`src/rtl/mcl_pkg.sv`:
```
package mcl_pkg;

    // ****************************************************************
    // register map
    // ****************************************************************
    localparam logic [7:0]  MCL_CFG_A_OFS   = 8'h00;
    localparam logic [7:0]  MCL_STATUS_OFS  = 8'h04;
    localparam logic [31:0] MCL_CFG_A_RST   = 32'h0000_0000;
    localparam logic [31:0] MCL_CFG_A_WMASK = 32'h7FFF_FFFE;
    localparam logic [31:0] MCL_UNMAPPED_RD = 32'h0000_0000;

    // ****************************************************************
    // field codes
    // ****************************************************************
    localparam logic [4:0] MCL_RATE_NOLIMIT   = 5'h1F;
    localparam logic [3:0] MCL_FREQ_MIN_CODE  = 4'h1;
    localparam logic [3:0] MCL_FREQ_MAX_CODE  = 4'hA;
    localparam logic [6:0] MCL_FREQ_BASE_KHZ  = 7'h0A;
    localparam logic [6:0] MCL_FREQ_STEP_KHZ  = 7'h05;
    localparam logic [1:0] MCL_PHASE_BOTH     = 2'h0;
    localparam logic [1:0] MCL_PHASE_CLOSED   = 2'h1;
    localparam logic [1:0] MCL_PHASE_FIRST    = 2'h2;
    localparam logic [2:0] MCL_THR_MAX_CODE   = 3'h5;
    localparam logic [3:0] MCL_DIV_MIN        = 4'h2;

    // ****************************************************************
    // types
    // ****************************************************************
    typedef enum logic [1:0] {
        MCL_DEC_FROM_DECEL,
        MCL_DEC_FROM_ACCEL,
        MCL_DEC_BY_SURGE
    } mcl_decel_src_t;

    typedef struct packed {
        logic       rsvd_hi;
        logic       overmod_en;
        logic [4:0] closed_loop_accel_rate;
        logic       decel_source_select;
        logic [4:0] closed_loop_decel_rate;
        logic [3:0] pwm_freq_code;
        logic       pwm_discontinuous;
        logic [1:0] speed_pulse_phase_select;
        logic [3:0] speed_pulse_divider;
        logic       speed_pulse_stop_policy;
        logic [2:0] speed_pulse_backemf_threshold;
        logic       anti_surge_enable;
        logic       deadtime_comp_enable;
        logic       speed_regulator_bypass;
        logic       rsvd_lo;
    } mcl_cfg_t;

    typedef struct packed {
        logic [17:0]    decel_rate_half_hz;
        logic           decel_unlimited;
        mcl_decel_src_t decel_src;
        logic [6:0]     pwm_freq_khz;
        logic           pwm_freq_valid;
        logic           pwm_discontinuous;
        logic           overmod_en;
        logic           anti_surge_enable;
        logic           deadtime_comp_enable;
        logic           speed_regulator_bypass;
    } mcl_ctl_t;

    typedef struct packed {
        logic [7:0]     pad;
        logic           gate_open;
        logic           thr_valid;
        logic           pwm_freq_valid;
        logic           decel_unlimited;
        mcl_decel_src_t decel_src;
        logic [17:0]    decel_rate_half_hz;
    } mcl_stat_t;

    // ramp limit in units of 0.5 Hz/s
    function automatic logic [17:0] mcl_rate_lookup(input logic [4:0] code);
        logic [17:0] r;
        r = 18'h0_0000;
        case (code)
            5'h00: r = 18'h0_0001;
            5'h01: r = 18'h0_0002;
            5'h02: r = 18'h0_0005;
            5'h03: r = 18'h0_000A;
            5'h04: r = 18'h0_000F;
            5'h05: r = 18'h0_0014;
            5'h06: r = 18'h0_0028;
            5'h07: r = 18'h0_0050;
            5'h08: r = 18'h0_0078;
            5'h09: r = 18'h0_00A0;
            5'h0A: r = 18'h0_00C8;
            5'h0B: r = 18'h0_0190;
            5'h0C: r = 18'h0_0258;
            5'h0D: r = 18'h0_0320;
            5'h0E: r = 18'h0_03E8;
            5'h0F: r = 18'h0_04B0;
            5'h10: r = 18'h0_0578;
            5'h11: r = 18'h0_0640;
            5'h12: r = 18'h0_0708;
            5'h13: r = 18'h0_07D0;
            5'h14: r = 18'h0_0FA0;
            5'h15: r = 18'h0_1F40;
            5'h16: r = 18'h0_2EE0;
            5'h17: r = 18'h0_3E80;
            5'h18: r = 18'h0_4E20;
            5'h19: r = 18'h0_9C40;
            5'h1A: r = 18'h0_EA60;
            5'h1B: r = 18'h1_3880;
            5'h1C: r = 18'h1_86A0;
            5'h1D: r = 18'h1_D4C0;
            5'h1E: r = 18'h2_22E0;
            default: r = 18'h0_0000;
        endcase
        return r;
    endfunction : mcl_rate_lookup

    // back-emf window in mV
    function automatic logic [7:0] mcl_thr_lookup(input logic [2:0] code);
        logic [7:0] t;
        t = 8'h00;
        case (code)
            3'h0: t = 8'h01;
            3'h1: t = 8'h02;
            3'h2: t = 8'h05;
            3'h3: t = 8'h0A;
            3'h4: t = 8'h14;
            3'h5: t = 8'h1E;
            default: t = 8'h00;
        endcase
        return t;
    endfunction : mcl_thr_lookup

endpackage : mcl_pkg

```
`src/rtl/mcl_pulse_div.sv`:
```
`timescale 1ns/1ps
`default_nettype none
module mcl_pulse_div (
    // clock and reset
    input  wire logic       clk,
    input  wire logic       reset,
    // pulse path
    input  wire logic       tick_in,
    input  wire logic [3:0] divisor,
    output var  logic       pulse_out
);
    import mcl_pkg::*;

    logic [3:0] count_r;
    logic [3:0] count_nxt;
    logic       pulse_nxt;
    wire  logic [3:0] eff_div = (divisor < MCL_DIV_MIN) ? 4'h1 : divisor;
    wire  logic [3:0] count_inc = count_r + 4'h1;
    wire  logic       wrap = count_inc >= eff_div;

    assign count_nxt = tick_in ? (wrap ? 4'h0 : count_inc) : count_r;
    assign pulse_nxt = tick_in & wrap;

    always_ff @(posedge clk) begin
        if (reset) begin
            count_r   <= 4'h0;
            pulse_out <= 1'b0;
        end else begin
            count_r   <= count_nxt;
            pulse_out <= pulse_nxt;
        end
    end

endmodule : mcl_pulse_div
`default_nettype wire

```
`src/rtl/mcl_top.sv`:
```
`timescale 1ns/1ps
`default_nettype none
module mcl_top (
    // clock and reset
    input  wire logic              clk,
    input  wire logic              reset,
    // register port
    input  wire logic [7:0]        reg_addr,
    input  wire logic [31:0]       reg_wdata,
    input  wire logic              reg_wr,
    input  wire logic              reg_rd,
    output var  logic [31:0]       reg_rdata,
    // motor-control core status
    input  wire logic              speed_tick,
    input  wire logic              loop_closed,
    input  wire logic              first_attempt,
    input  wire logic              motor_driven,
    input  wire logic [7:0]        bemf_mv,
    // motor-control core settings
    output var  mcl_pkg::mcl_ctl_t ctl,
    // speed pulse pin
    output wire logic              speed_pulse_output
);
    import mcl_pkg::*;

    // ****************************************************************
    // register file
    // ****************************************************************
    mcl_cfg_t  cfg_r;
    mcl_cfg_t  cfg_nxt;
    mcl_ctl_t  ctl_nxt;
    mcl_stat_t stat;
    logic [31:0] rdata_nxt;

    wire logic sel_cfg    = reg_addr == MCL_CFG_A_OFS;
    wire logic sel_status = reg_addr == MCL_STATUS_OFS;
    wire logic wr_cfg     = reg_wr & sel_cfg;

    // reserved bits never store
    assign cfg_nxt = wr_cfg ? mcl_cfg_t'(reg_wdata & MCL_CFG_A_WMASK) : cfg_r;

    assign rdata_nxt = !reg_rd     ? 32'h0000_0000 :
                       sel_cfg    ? 32'(cfg_r) :
                       sel_status ? 32'(stat) : MCL_UNMAPPED_RD;

    always_ff @(posedge clk) begin
        if (reset) begin
            cfg_r     <= mcl_cfg_t'(MCL_CFG_A_RST);
            reg_rdata <= 32'h0000_0000;
        end else begin
            cfg_r     <= cfg_nxt;
            reg_rdata <= rdata_nxt;
        end
    end

    // ****************************************************************
    // deceleration source and rate
    // ****************************************************************
    wire mcl_decel_src_t dec_src =
        cfg_r.decel_source_select ? MCL_DEC_FROM_ACCEL :
        cfg_r.anti_surge_enable   ? MCL_DEC_BY_SURGE   : MCL_DEC_FROM_DECEL;
    wire logic [4:0] dec_code = cfg_r.decel_source_select ?
        cfg_r.closed_loop_accel_rate : cfg_r.closed_loop_decel_rate;
    wire logic dec_field_live = dec_src != MCL_DEC_BY_SURGE;
    wire logic dec_unlimited  = dec_field_live && dec_code == MCL_RATE_NOLIMIT;
    wire logic [17:0] dec_rate = dec_field_live ? mcl_rate_lookup(dec_code)
                                                : 18'h0_0000;

    // ****************************************************************
    // switching frequency
    // ****************************************************************
    wire logic freq_ok = cfg_r.pwm_freq_code >= MCL_FREQ_MIN_CODE &&
                         cfg_r.pwm_freq_code <= MCL_FREQ_MAX_CODE;
    wire logic [6:0] freq_khz = freq_ok ?
        7'(MCL_FREQ_BASE_KHZ + MCL_FREQ_STEP_KHZ * {3'h0, cfg_r.pwm_freq_code})
        : 7'h00;

    // ****************************************************************
    // control bundle to the core
    // ****************************************************************
    always_comb begin
        ctl_nxt                        = '0;
        ctl_nxt.decel_rate_half_hz     = dec_rate;
        ctl_nxt.decel_unlimited        = dec_unlimited;
        ctl_nxt.decel_src              = dec_src;
        ctl_nxt.pwm_freq_khz           = freq_khz;
        ctl_nxt.pwm_freq_valid         = freq_ok;
        ctl_nxt.pwm_discontinuous      = cfg_r.pwm_discontinuous;
        ctl_nxt.overmod_en             = cfg_r.overmod_en;
        ctl_nxt.anti_surge_enable      = cfg_r.anti_surge_enable;
        ctl_nxt.deadtime_comp_enable   = cfg_r.deadtime_comp_enable;
        ctl_nxt.speed_regulator_bypass = cfg_r.speed_regulator_bypass;
    end

    always_ff @(posedge clk) begin
        if (reset) begin
            ctl <= '0;
        end else begin
            ctl <= ctl_nxt;
        end
    end

    // ****************************************************************
    // speed pulse gating
    // ****************************************************************
    logic phase_ok;
    wire logic       thr_ok  = cfg_r.speed_pulse_backemf_threshold <= MCL_THR_MAX_CODE;
    wire logic [7:0] thr_mv  = mcl_thr_lookup(cfg_r.speed_pulse_backemf_threshold);
    wire logic       bemf_hi = thr_ok && bemf_mv >= thr_mv;
    wire logic       run_ok  = motor_driven ||
                               (cfg_r.speed_pulse_stop_policy && bemf_hi);
    wire logic       gate    = phase_ok && run_ok;
    wire logic       tick_g  = speed_tick && gate;

    always_comb begin
        case (cfg_r.speed_pulse_phase_select)
            MCL_PHASE_BOTH:   phase_ok = 1'b1;
            MCL_PHASE_CLOSED: phase_ok = loop_closed;
            MCL_PHASE_FIRST:  phase_ok = loop_closed || first_attempt;
            default:          phase_ok = 1'b0;
        endcase
    end

    mcl_pulse_div u_div (
        .clk       (clk),
        .reset     (reset),
        .tick_in   (tick_g),
        .divisor   (cfg_r.speed_pulse_divider),
        .pulse_out (speed_pulse_output)
    );

    // ****************************************************************
    // status word
    // ****************************************************************
    always_comb begin
        stat                    = '0;
        stat.gate_open          = gate;
        stat.thr_valid          = thr_ok;
        stat.pwm_freq_valid     = freq_ok;
        stat.decel_unlimited    = dec_unlimited;
        stat.decel_src          = dec_src;
        stat.decel_rate_half_hz = dec_rate;
    end
endmodule : mcl_top
`default_nettype wire

```
`config.mk`:
```
export PLATFORM = sky130hd
export DESIGN_NAME = mcl_top
export DESIGN_NICKNAME = d
export VERILOG_FILES = /design/src/rtl/mcl_pkg.sv /design/src/rtl/mcl_pulse_div.sv /design/src/rtl/mcl_top.sv
export SDC_FILE = /design/constraint.sdc
export NUM_CORES = 1
export LEC_CHECK = 0
export BUFFER_PORTS_ARGS = -buffer_cell sky130_fd_sc_hd__buf_2
export CORE_UTILIZATION = 50
export DETAILED_ROUTE_END_ITERATION = 12
export GPL_ROUTABILITY_DRIVEN = 0
export PLACE_DENSITY = 0.83
export SETUP_SLACK_MARGIN = 0.02
export SKIP_CTS_REPAIR_TIMING = 1
export SLEW_MARGIN = 20
export SYNTH_ARGS = -nofsm -noshare
export SYNTH_HDL_FRONTEND = slang
export SYNTH_SLANG_ARGS = --single-unit
export TNS_END_PERCENT = 100
```
`constraint.sdc`:
```
create_clock -name clk -period 3.4 [get_ports clk]
set_clock_uncertainty 0.15 [all_clocks]
set_input_delay 0.17 -clock clk [delete_from_list [all_inputs] [get_ports clk]]
set_output_delay 0.17 -clock clk [all_outputs]
set_load 0.005 [all_outputs]
```
# Yosys cells after proc, flatten, opt, wreduce, memory -nomap -nowiden
# Memories as Yosys holds them, arrays and structs flattened.
# Cells that the tools add are included.
totals:
  register_bits: 101
  latchBits: 0
  n_memories: 1
  romBits: 576
  ramBits: 0
memory_table:
  columns: ["memory", "depth", "width", "rd", "rd_clocked_by_memory_dff", "write_ports", "line", "source"]
  rows:
  - ["(name not given)", 32, 18, 1, 0, 0, "mcl_pkg.sv:80", "case (code)"]
op_classes:
  n_reduce_logical: 15
  addsub: 2
  eq_ne: 10
  n_mul: 1
  n_lt_le_gt_ge: 6
  shifts: 0
  muxes: 10
  n_bitwise: 5
  div_mod_pow: 0
op_table:
  columns: ["op", "count"]
  rows:
  - ["2-to-1 mux 31 bit", 1]
  - ["one-hot mux 5 bit (6 select lines)", 1]
  - ["2-to-1 mux 24 bit", 1]
  - ["2-to-1 mux 18 bit", 1]
  - ["equality test 8 x 3 -> 1 bit (second input constant)", 1]
  - [">= comparator 8 bit", 1]
  - ["zero test 8 bit", 1]
  - ["2-to-1 mux 4 bit", 2]
  - ["adder 4 x 7 -> 7 bit (first input constant)", 1]
  - ["multiplier 3 x 4 -> 7 bit (first input constant)", 1]
  - ["equality test 3 x 2 -> 1 bit (second input constant)", 2]
  - ["equality test 3 bit (second input constant)", 2]
  - ["logical AND 1 bit", 6]
  - ["equality test 5 bit (second input constant)", 1]
  - ["2-to-1 mux 5 bit", 1]
  - ["adder 4 x 1 -> 4 bit (second input constant)", 1]
  - [">= comparator 4 x 1 -> 1 bit (second input constant)", 1]
  - [">= comparator 4 bit", 1]
  - ["less-or-equal comparator 4 bit (second input constant)", 1]
  - ["less-than comparator 4 x 2 -> 1 bit (second input constant)", 1]
  - ["2-to-1 mux 2 bit", 2]
  - ["OR reduction 2 bit", 2]
  - ["OR reduction 4 bit", 1]
  - ["equality test 3 x 1 -> 1 bit (second input constant)", 1]
  - ["other kinds (11)", 15]

# Longest topological paths before layout
# Gate-level depths: netlist of run 1.
depth:
  word_depth: 9
  ltp_mapped: 11
  ltp_nobuf: 9

# By module
# From an unflattened synthesis of run 1, not the netlist that was laid out.
unflattened:
  cells_unflattened: 465
  hier_area_um2: 4458.0
by_module_without_submodules:
  columns: ["mod", "area_per_inst_um2", "instances", "seq_area_each_um2", "cells_each"]
  rows:
  - ["mcl_top", 4100.2, 1, 1901.8, 427]
  - ["mcl_pulse_div", 357.8, 1, 100.1, 38]

# Worst setup path before layout of run 1
# OpenSTA, ideal clock, no wires.
synth_timing:
  kind: "flip-flop to flip-flop"
  startpoint: "register cfg_r[24] (netlist name)"
  endpoint: "register reg_rdata[7]"
  t_arrival_ns: 2.151
  period_less_slack_ns: 2.418
  n_path_buf: 2
  setup_time_ns: 0.117
  stages_incl_launch_ff: 11
  setup_slack_ns: 0.982
  cell_sequence: "dfxtp_1 buf_6 mux2i_1 inv_1 ha_1 clkbuf_1 inv_1 o21ai_0 o2111ai_1 nand3_1 a22o_1"
synth_via:
  elab_chain_len: 5
  word_cells_on_any_way: 7
synth_rtl:
  columns: ["item", "line", "source"]
  rows:
  - ["start: declaration", "mcl_top.sv:29", "mcl_cfg_t cfg_r;"]
  - ["start signal: assignment", "mcl_top.sv:48", "cfg_r <= mcl_cfg_t'(MCL_CFG_A_RST);"]
  - ["start signal: assignment", "mcl_top.sv:51", "cfg_r <= cfg_nxt;"]
  - ["2-to-1 mux 5 bit or 2-to-1 mux 2 bit (tied branches)", "mcl_top.sv:62, mcl_top.sv:60", null]
  - ["memory read (32 x 18 bit) or inequality test 2 bit (tied branches)", null, null]
  - ["2-to-1 mux 18 bit *", "mcl_top.sv:66", "wire logic [17:0] dec_rate = dec_field_live ? mcl_rate_lookup(dec_code)"]
  - ["2-to-1 mux 24 bit *", "mcl_top.sv:44", "sel_status ? 32'(stat) : MCL_UNMAPPED_RD;"]
  - ["2-to-1 mux 31 bit *", "mcl_top.sv:43", "sel_cfg ? 32'(cfg_r) :"]
  - ["end signal: assignment", "mcl_top.sv:52", "reg_rdata <= rdata_nxt;"]
  - ["end: declaration", "mcl_top.sv:12", "output var logic [31:0] reg_rdata,"]
# Mark *: on every way between the ends. The rest lies on a longest branch, timed or not.
# A chain may end at the register's enable or synchronous reset.

# Worst setup path after layout of run 1
layout_timing:
  startpoint: "register cfg_r[24] (netlist name)"
  endpoint: "register reg_rdata[6]"
# Same word-level chain as after synthesis.

==> reports/qor.txt, run 1 <==
worst endpoint required time = 3.50 ns
Reg2Reg Launch Point = cfg_r[24]$_SDFFE_PP0P_
Num CTS Buffers = 9
hold-critical path depth = 3
status = finished with violations
htree depth = 3
Leakage Power = 2.46 nW
total gr overflow = 0
Max transition margin = 0.422
largest family of logic cells by synthesized area = simple AND/OR/NAND/NOR gates
P_int = 1.59 mW
clock share of power = 0.380
placed cell count = 698
r2r endpoint = reg_rdata[6]$_SDFF_PP0_
TritonRoute pass-1 iters = 5
unrepaired setup endpoints after global routing = no
total power draw = 2.05 mW
Async SR Flop Fraction = 0
initial antenna violation count = 0
Post-Synthesis Cells = 500
hold slack = -0.00687 ns
Comb power frac = 0.047
Synth Warn # = 0
DP Wirelength = 8400 um
Worst R2R Setup Slack = 0.28 ns
f_max = 320 MHz
post-synthesis adder-cell area fraction = 0.0722
Synth Area in Simple Gates = 0.191
Util after Layout = 0.660
final-report max-slew violation count = 0
CTS tree = done
fraction of layout cells with a size suffix above 1 = 0.245
Final ANT Viol Nets = 0
register area share after synthesis = 0.451
multi-input logic area = 2190 um^2
Site Rows = 33
post-synth top area cell = dfxtp_1
CTS Root Cell = clkbuf_8
Max VDD drop = 0.176 mV
DRT iter0 DRCs = 310
Syn-to-layout area delta = 24.7%
largest net degree at the start of global routing = 62
Cell Area, Synth = 4430 um^2
I/O Buffers = 119
setup_tns = 0 ns
CP dominant cell by count = a21oi_1
crit-path max cell delay = 0.71 ns
WL per Instance = 15.8 um
DRC violation count after routing = 0
max cap viols = 0
flops & latches, synth = 100
clk slew on worst S/H paths = 0.10 ns
vias in the first global route = 3820
family with the most delay on the worst path = compound AO/OA/AOI/OAI gates
number of synthesized flops with an enable pin = 0
crit-path max FO = 13
first-pass GRT wire length = 18500 um
compound-cell area share of the yosys netlist = 0.183
Hold Crit Endpoint = reg_rdata[23]$_SDFF_PP0_
Initial Utilization = 0.529
Num Clock Sinks = 100
Final Cycle Share = 0.919
Startpoint Class = flip-flop
hold_sp = motor_driven
Synth Flop Type = dfxtp_1
r2r worst-path depth = 8
Distinct cells, synth = 61
failing checks = negative hold slack
width of the chip = 96.2 um
crit path DAT = 3.22 ns
Yosys top cell area share = 0.451
CP endpoint kind = flip-flop
height of the die = 96.2 um
Antenna diodes = 0
CP Cell Sequence = nor2b_1 -> a21oi_1 -> inv_1 -> ha_1 -> a211oi_1 -> a21oi_1 -> a32oi_1 -> o21ai_0
sequential power share = 0.573
Sw Ratio = 0.223
Clock Path Buffers = 2
Power Dens Cells = 370 nW/um^2
Final Critical Period = 3.12 ns
nets = 716
DIE AREA = 9250 um^2
CP bufs+invs = 1
Net Switching = 457 uW
Tot GR Track Use = 0.264
mean number of vias per cell = 5.70
FF/Latch Area = 2000 um^2
core area = 8380 um^2
fillcell total = 694
Skew-Pair Late Insertion Delay = 0.38 ns
worst min path class = in -> reg
CP max stage cell = dfxtp_1
Final setup viols = 0
XOR/XNOR Fraction of Synth Area = 0.0119
mux share of post-synthesis cell area = 0.0336
WL final = 11800 um
Finished Layout Cells = 745
I/O pins = 123
critical setup path kind = reg -> reg
top post-synthesis cells by area = dfxtp_1 (45%), nand2_1 (8.0%), ha_1 (6.8%)
Syn Nets = 581
endpoints failing hold = 1
Via Count = 4243
worst-margin pin slew = 0.867 ns
average cell area after synthesis = 8.87 um^2
-- worst min-delay path, cell delays in order --
cell     delay (ns)
buf_2          0.12
a21oi_1        0.05
o21ai_1        0.14
-- final cells by class --
cell class	instances	share of cell area
clock buffer	11	0.0256
clock inverter	5	0.0109
inverter	18	0.0122
multi-input combinational	351	0.395
sequential	100	0.362
tap	105	0.0238
timing repair buffer	155	0.171
-- logic make-up (layout without fill, tap and decap cells) --
| family | Yosys count | in the layout |
|---|---|---|
| other | 1 | 1 |
| multiplexers | 12 | 12 |
| XOR/XNOR | 6 | 6 |
| buffers and inverters | 49 | 189 |
| adder cells (fa/ha/maj) | 25 | 25 |
| flip-flops | 100 | 100 |
| AND/OR/NAND/NOR | 179 | 179 |
| AO/OA/AOI/OAI | 128 | 128 |
-- layer usage --
metal,up-vias,GRT usage,routed length [um]
met2,264,0.434,5600
met3,50,0.0664,1120
li1,1993,-,-
met5,-,0,0
met1,1936,0.325,4640
met4,0,0.119,449
-- flip-flops by register name (all words and copies together) (netlist names) --
register,flops
reg_rdata,31
u_div.count_r,4
cfg_r,30
u_div.pulse_out,1
ctl,34
-- layout by cell type (no fill, tap or decap), types with 10 or more instances in the layout --
cell             n
ha_1            24
clkbuf_8        10
dfxtp_1        100
nor2_1          17
a21oi_1         48
inv_1           18
buf_2          119
nor2b_1         16
nand2_1         94
o21ai_0         23
dlygate4sd3_1   31
-- synthesized netlist by cell type, types with 3 or more instances --
cell        n
a21o_1      3
a21oi_1    48
a22o_1      8
a31oi_1     4
a32oi_1     4
and2_1      6
and3_1      8
buf_2       8
buf_4       8
buf_6       3
clkbuf_1   12
dfxtp_1   100
ha_1       24
inv_1      18
mux2_2      3
mux2i_1     7
nand2_1    94
nand2b_1    6
nand3_1     6
nand4_1     3
nor2_1     17
nor2b_1    16
nor3_1      8
nor3b_1     3
o21a_1      3
o21ai_0    23
o21ai_1     5
o21bai_1    3
xnor2_1     3
xor2_1      3
-- power by group through the flow --
stage	logic, mW	clock network (mW)	registers, mW
floorplan	0.0280	0	1.20
global placement	0.0652	0	1.20
detailed placement	0.0667	0	1.20
CTS	0.0671	0.784	1.17
global route	0.105	0.836	1.17
finish	0.0964	0.778	1.17
-- metrics by stage --
stage          area [um^2]  worst slack [ns]
2_1_floorplan         4430             0.982
3_3_place_gp          5020             0.613
3_5_place_dp          5020             0.455
4_1_cts               5220             0.413
5_1_grt               5530             0.114
6_report              5530             0.276
-- how the worst max path moves through the flow --
| stage | start | endpoint | slack [ns] | depth (start not counted) |
|---|---|---|---|---|
| 2_1_floorplan | cfg_r[24]$_SDFFE_PP0P_ | reg_rdata[7]$_SDFF_PP0_ | 0.98 | 10 |
| 3_3_place_gp | cfg_r[24]$_SDFFE_PP0P_ | reg_rdata[6]$_SDFF_PP0_ | 0.61 | 8 |
| 3_5_place_dp | cfg_r[24]$_SDFFE_PP0P_ | reg_rdata[6]$_SDFF_PP0_ | 0.45 | 8 |
| 4_1_cts | cfg_r[24]$_SDFFE_PP0P_ | reg_rdata[6]$_SDFF_PP0_ | 0.41 | 8 |
| 5_1_grt | cfg_r[24]$_SDFFE_PP0P_ | reg_rdata[6]$_SDFF_PP0_ | 0.11 | 8 |
| 6_report | cfg_r[24]$_SDFFE_PP0P_ | reg_rdata[6]$_SDFF_PP0_ | 0.28 | 8 |
(Power assumes the default switching activity.)
==> run 2: changes to the inputs <==
--- a/config.mk
+++ b/config.mk
@@ -9,6 +9,7 @@
 export CORE_UTILIZATION = 50
 export DETAILED_ROUTE_END_ITERATION = 12
 export GPL_ROUTABILITY_DRIVEN = 0
+export HOLD_SLACK_MARGIN = 0.12
 export PLACE_DENSITY = 0.83
 export SETUP_SLACK_MARGIN = 0.02
 export SKIP_CTS_REPAIR_TIMING = 1
==> reports/qor.txt, run 2 (same netlist as run 1, synthesis figures left out) <==
Startpoint Class = flip-flop
max FFs per register = 34
Leakage Power = 2.46 nW
I/O Buffers = 119
Met3 Routed Length = 970 um
Worst R2R Setup Slack = 0.30 ns
width of the chip = 96.2 um
Num Clock Sinks = 100
FF/Latch Area = 2000 um^2
Skew-Pair Late Insertion Delay = 0.38 ns
Num CTS Buffers = 9
Max VDD drop = 0.176 mV
setup_tns = 0 ns
worst min path class = in -> reg
Site Rows = 33
most frequent cells in the layout = buf_2 (119), dfxtp_1 (100), nand2_1 (94), a21oi_1 (48), dlygate4sd3_1 (32)
Tot GR Track Use = 0.264
final-report max-slew violation count = 0
Largest Register = ctl
top sig layer = met4
DRT iter0 DRCs = 275
Power Dens Cells = 370 nW/um^2
nets = 717
largest registers = ctl (34), reg_rdata (31), cfg_r (30)
CTS Root Cell = clkbuf_8
DIE AREA = 9250 um^2
DP Wirelength = 8400 um
Final Critical Period = 3.10 ns
I/O pins = 123
WL per Instance = 15.9 um
htree depth = 3
Antenna diodes = 0
largest net degree at the start of global routing = 62
DR WL met2 = 5700 um
total power draw = 2.05 mW
fraction of layout cells with a size suffix above 1 = 0.245
max cap viols = 0
fillcell total = 695
crit path DAT = 3.20 ns
clk slew on worst S/H paths = 0.10 ns
worst endpoint required time = 3.50 ns
core area = 8380 um^2
vias in the first global route = 3820
height of the die = 96.2 um
Final Cycle Share = 0.911
critical setup path kind = reg -> reg
DRC violation count after routing = 0
commonest non-fill, non-tap cell in the layout = buf_2
TritonRoute pass-1 iters = 5
Via Count = 4220
Max transition margin = 0.424
unrepaired setup endpoints after global routing = no
multi-input logic area = 2190 um^2
total gr overflow = 0
endpoints failing hold = 0
status = complete, no violations
crit-path max FO = 13
Util after Layout = 0.661
first-pass GRT wire length = 18500 um
DRT met1 WL = 4800 um
mean number of vias per cell = 5.66
CTS tree = done
Initial Utilization = 0.529
f_max = 323 MHz
Clock Path Buffers = 2
Final setup viols = 0
initial antenna violation count = 0
worst-margin pin slew = 0.864 ns
Final ANT Viol Nets = 0
Syn-to-layout area delta = 25.0%
placed cell count = 698
WL final = 11900 um
Finished Layout Cells = 746
CP endpoint kind = flip-flop
[run 2: cell types whose count changed in the layout (fill, tap and decap cells not counted)]
cell / change
dlygate4sd3_1: +1
[run 2: final timing paths]
kind,endpoint,start,depth (start not counted)
min reg2reg,cfg_r[2]$_SDFFE_PP0P_,cfg_r[2]$_SDFFE_PP0P_,2
max reg2reg,reg_rdata[6]$_SDFF_PP0_,cfg_r[24]$_SDFFE_PP0P_,8
max,reg_rdata[6]$_SDFF_PP0_,cfg_r[24]$_SDFFE_PP0P_,8
min,reg_rdata[12]$_SDFF_PP0_,reg_addr[2],3
[run 2: through the flow]
stage	setup slack, ns	area [um^2]	hold slack, ns
5_1_grt	0.114	5540	0.123
3_3_place_gp	0.613	5020	0.265
2_1_floorplan	0.982	4430	0.156
4_1_cts	0.413	5220	-0.136
3_5_place_dp	0.455	5020	0.267
6_report	0.304	5540	0.0836
[run 2: power breakdown]
group          switching (mW)  internal [mW]  leakage, nW
sequential            0.00117           1.17        0.806
combinational          0.0413         0.0562         1.56
clock                   0.417          0.363       0.0999
[run 2: worst max-delay path, cell delays in order, from the launching register on]
cell and delay [ns]:
dfxtp_1 0.70, nor2b_1 0.16, a21oi_1 0.46, inv_1 0.19, ha_1 0.34, a211oi_1 0.32, a21oi_1 0.08, a32oi_1 0.40
o21ai_0 0.16
[run 2: final cells by class]
class | instances | share of cell area
flip-flops and latches | 100 | 0.361
multi-input cells | 351 | 0.394
clock buffers | 11 | 0.0255
repair buffers | 156 | 0.172
clock inverters | 5 | 0.0108
inverters | 18 | 0.0122
well taps | 105 | 0.0237
[run 2: per-layer routing]
layer	up-vias	track usage
met4	0	0.119
met1	1950	0.325
met2	233	0.434
li1	1992	-
met3	45	0.0664
met5	-	0
==> run 3: changes to the inputs <==
--- a/config.mk
+++ b/config.mk
@@ -6,14 +6,15 @@
 export NUM_CORES = 1
 export LEC_CHECK = 0
 export BUFFER_PORTS_ARGS = -buffer_cell sky130_fd_sc_hd__buf_2
-export CORE_UTILIZATION = 50
+export CELL_PAD_IN_SITES_DETAIL_PLACEMENT = 1
+export CELL_PAD_IN_SITES_GLOBAL_PLACEMENT = 1
+export CORE_UTILIZATION = 38
 export DETAILED_ROUTE_END_ITERATION = 12
 export GPL_ROUTABILITY_DRIVEN = 0
 export HOLD_SLACK_MARGIN = 0.12
-export PLACE_DENSITY = 0.83
+export PLACE_DENSITY = 0.85
 export SETUP_SLACK_MARGIN = 0.02
 export SKIP_CTS_REPAIR_TIMING = 1
-export SLEW_MARGIN = 20
 export SYNTH_ARGS = -nofsm -noshare
 export SYNTH_HDL_FRONTEND = slang
 export SYNTH_SLANG_ARGS = --single-unit
==> reports/qor.txt, run 3 (same netlist as run 1, synthesis figures left out) <==
hold_sp = bemf_mv[5]
vias in the first global route = 4121
Num CTS Buffers = 9
setup_tns = 0 ns
total power draw = 2.22 mW
f_max = 353 MHz
Hold Crit Endpoint = reg_rdata[23]$_SDFF_PP0_
Num Clock Sinks = 100
Skew-Pair Late Insertion Delay = 0.35 ns
clk slew on worst S/H paths = 0.07 ns
CTS Root Cell = clkbuf_16
DRT iter0 DRCs = 163
max FFs per register = 34
crit-path max FO = 16
Initial Utilization = 0.388
final-report max-slew violation count = 0
r2r endpoint = reg_rdata[7]$_SDFF_PP0_
Tot GR Track Use = 0.237
Syn-to-layout area delta = 27.9%
max cap viols = 0
commonest non-fill, non-tap cell in the layout = buf_2
Via Count = 4196
Final setup viols = 0
crit-path max cell delay = 0.79 ns
CP max stage cell = dfxtp_1
endpoints failing hold = 0
most frequent cells in the layout = buf_2 (119), dfxtp_1 (100), nand2_1 (94), a21oi_1 (48), dlygate4sd3_1 (32)
crit path DAT = 2.93 ns
hold-critical path depth = 5
Max transition margin = 0.516
worst endpoint required time = 3.50 ns
nets = 719
DRC violation count after routing = 0
CP bufs+invs = 3
Max VDD drop = 0.202 mV
hold slack = 0.0962 ns
CP Cell Sequence = nor2b_1 -> a21oi_1 -> buf_4 -> inv_1 -> ha_1 -> inv_1 -> o21ai_0 -> o2111ai_1 -> nand3_1 -> a22o_1
Final ANT Viol Nets = 0
largest net degree at the start of global routing = 62
height of the die = 110 um
mean number of vias per cell = 5.35
DIE AREA = 12100 um^2
htree depth = 3
CP endpoint kind = flip-flop
WL final = 14700 um
fillcell total = 1393
worst-margin pin slew = 0.725 ns
CP dominant cell by count = inv_1
Site Rows = 39
DRT met1 WL = 5800 um
r2r worst-path depth = 10
fraction of layout cells with a size suffix above 1 = 0.248
placed cell count = 738
worst min path class = in -> reg
Final Critical Period = 2.83 ns
Power Dens Cells = 391 nW/um^2
Antenna diodes = 0
width of the chip = 110 um
DP Wirelength = 9930 um
DR WL met2 = 7640 um
Leakage Power = 2.51 nW
WL per Instance = 18.7 um
top sig layer = met4
CTS tree = done
fin worst setup slack = 0.568 ns
Reg2Reg Launch Point = cfg_r[24]$_SDFFE_PP0P_
Clock Path Buffers = 2
core area = 11400 um^2
total gr overflow = 0
Final Cycle Share = 0.833
family with the most delay on the worst path = flip-flops
first-pass GRT wire length = 21400 um
I/O pins = 123
status = complete, no violations
TritonRoute pass-1 iters = 4
I/O Buffers = 119
Worst R2R Setup Slack = 0.57 ns
unrepaired setup endpoints after global routing = no
Met3 Routed Length = 762 um
initial antenna violation count = 0
critical setup path kind = reg -> reg
setup slack after placement = 0.659 ns
Finished Layout Cells = 785
largest registers = ctl (34), reg_rdata (31), cfg_r (30)
Largest Register = ctl
Startpoint Class = flip-flop
-- run 3: cell types whose count changed in the layout (fill, tap and decap cells not counted), sizes merged --
cell	change
clkinv	+3
bufinv	-1
clkbuf	-1
clkinvlp	-1
inv	-1
buf	+2
-- run 3: layer usage --
metal,global-route usage,vias up
met2,0.416,149
met1,0.283,2022
met4,0.122,0
li1,-,1995
met3,0.0312,30
met5,0,-
-- run 3: worst register-to-register path: stages (launching register included) --
cell	delay, ns
dfxtp_1	0.79
nor2b_1	0.17
a21oi_1	0.16
buf_4	0.17
inv_1	0.09
ha_1	0.31
inv_1	0.14
o21ai_0	0.12
o2111ai_1	0.30
nand3_1	0.12
a22o_1	0.21
-- run 3: power breakdown --
group          switching [mW]  internal [mW]
logic                  0.0443         0.0563
registers             0.00129           1.17
clock network           0.433          0.508
total                   0.478           1.74
-- run 3: stage by stage --
step,instance area (um^2),utilization
after detailed placement,5080,0.445
after global routing,5670,0.497
after CTS,5350,0.469
after floorplan,4430,-
final,5670,0.497
after global placement,5080,0.445
-- run 3: final cells by class --
class | instances | area [um^2] | share of cell area
Multi-Input combinational cell | 351 | 2190 | 0.385
Sequential cell | 100 | 2000 | 0.353
Timing Repair Buffer | 158 | 968 | 0.171
Clock buffer | 10 | 239 | 0.0421
Tap cell | 143 | 179 | 0.0316
Inverter | 18 | 67.6 | 0.0119
Clock inverter | 5 | 28.8 | 0.00508
-- run 3: worst max path at each step --
stage | slack (ns) | to | cells after the start | start
2_1_floorplan | 0.98 | reg_rdata[7]$_SDFF_PP0_ | 10 | cfg_r[24]$_SDFFE_PP0P_
3_3_place_gp | 0.85 | reg_rdata[6]$_SDFF_PP0_ | 9 | cfg_r[24]$_SDFFE_PP0P_
3_5_place_dp | 0.66 | reg_rdata[6]$_SDFF_PP0_ | 9 | cfg_r[24]$_SDFFE_PP0P_
4_1_cts | 0.59 | reg_rdata[7]$_SDFF_PP0_ | 10 | cfg_r[24]$_SDFFE_PP0P_
5_1_grt | 0.35 | reg_rdata[7]$_SDFF_PP0_ | 10 | cfg_r[24]$_SDFFE_PP0P_
6_report | 0.57 | reg_rdata[7]$_SDFF_PP0_ | 10 | cfg_r[24]$_SDFFE_PP0P_
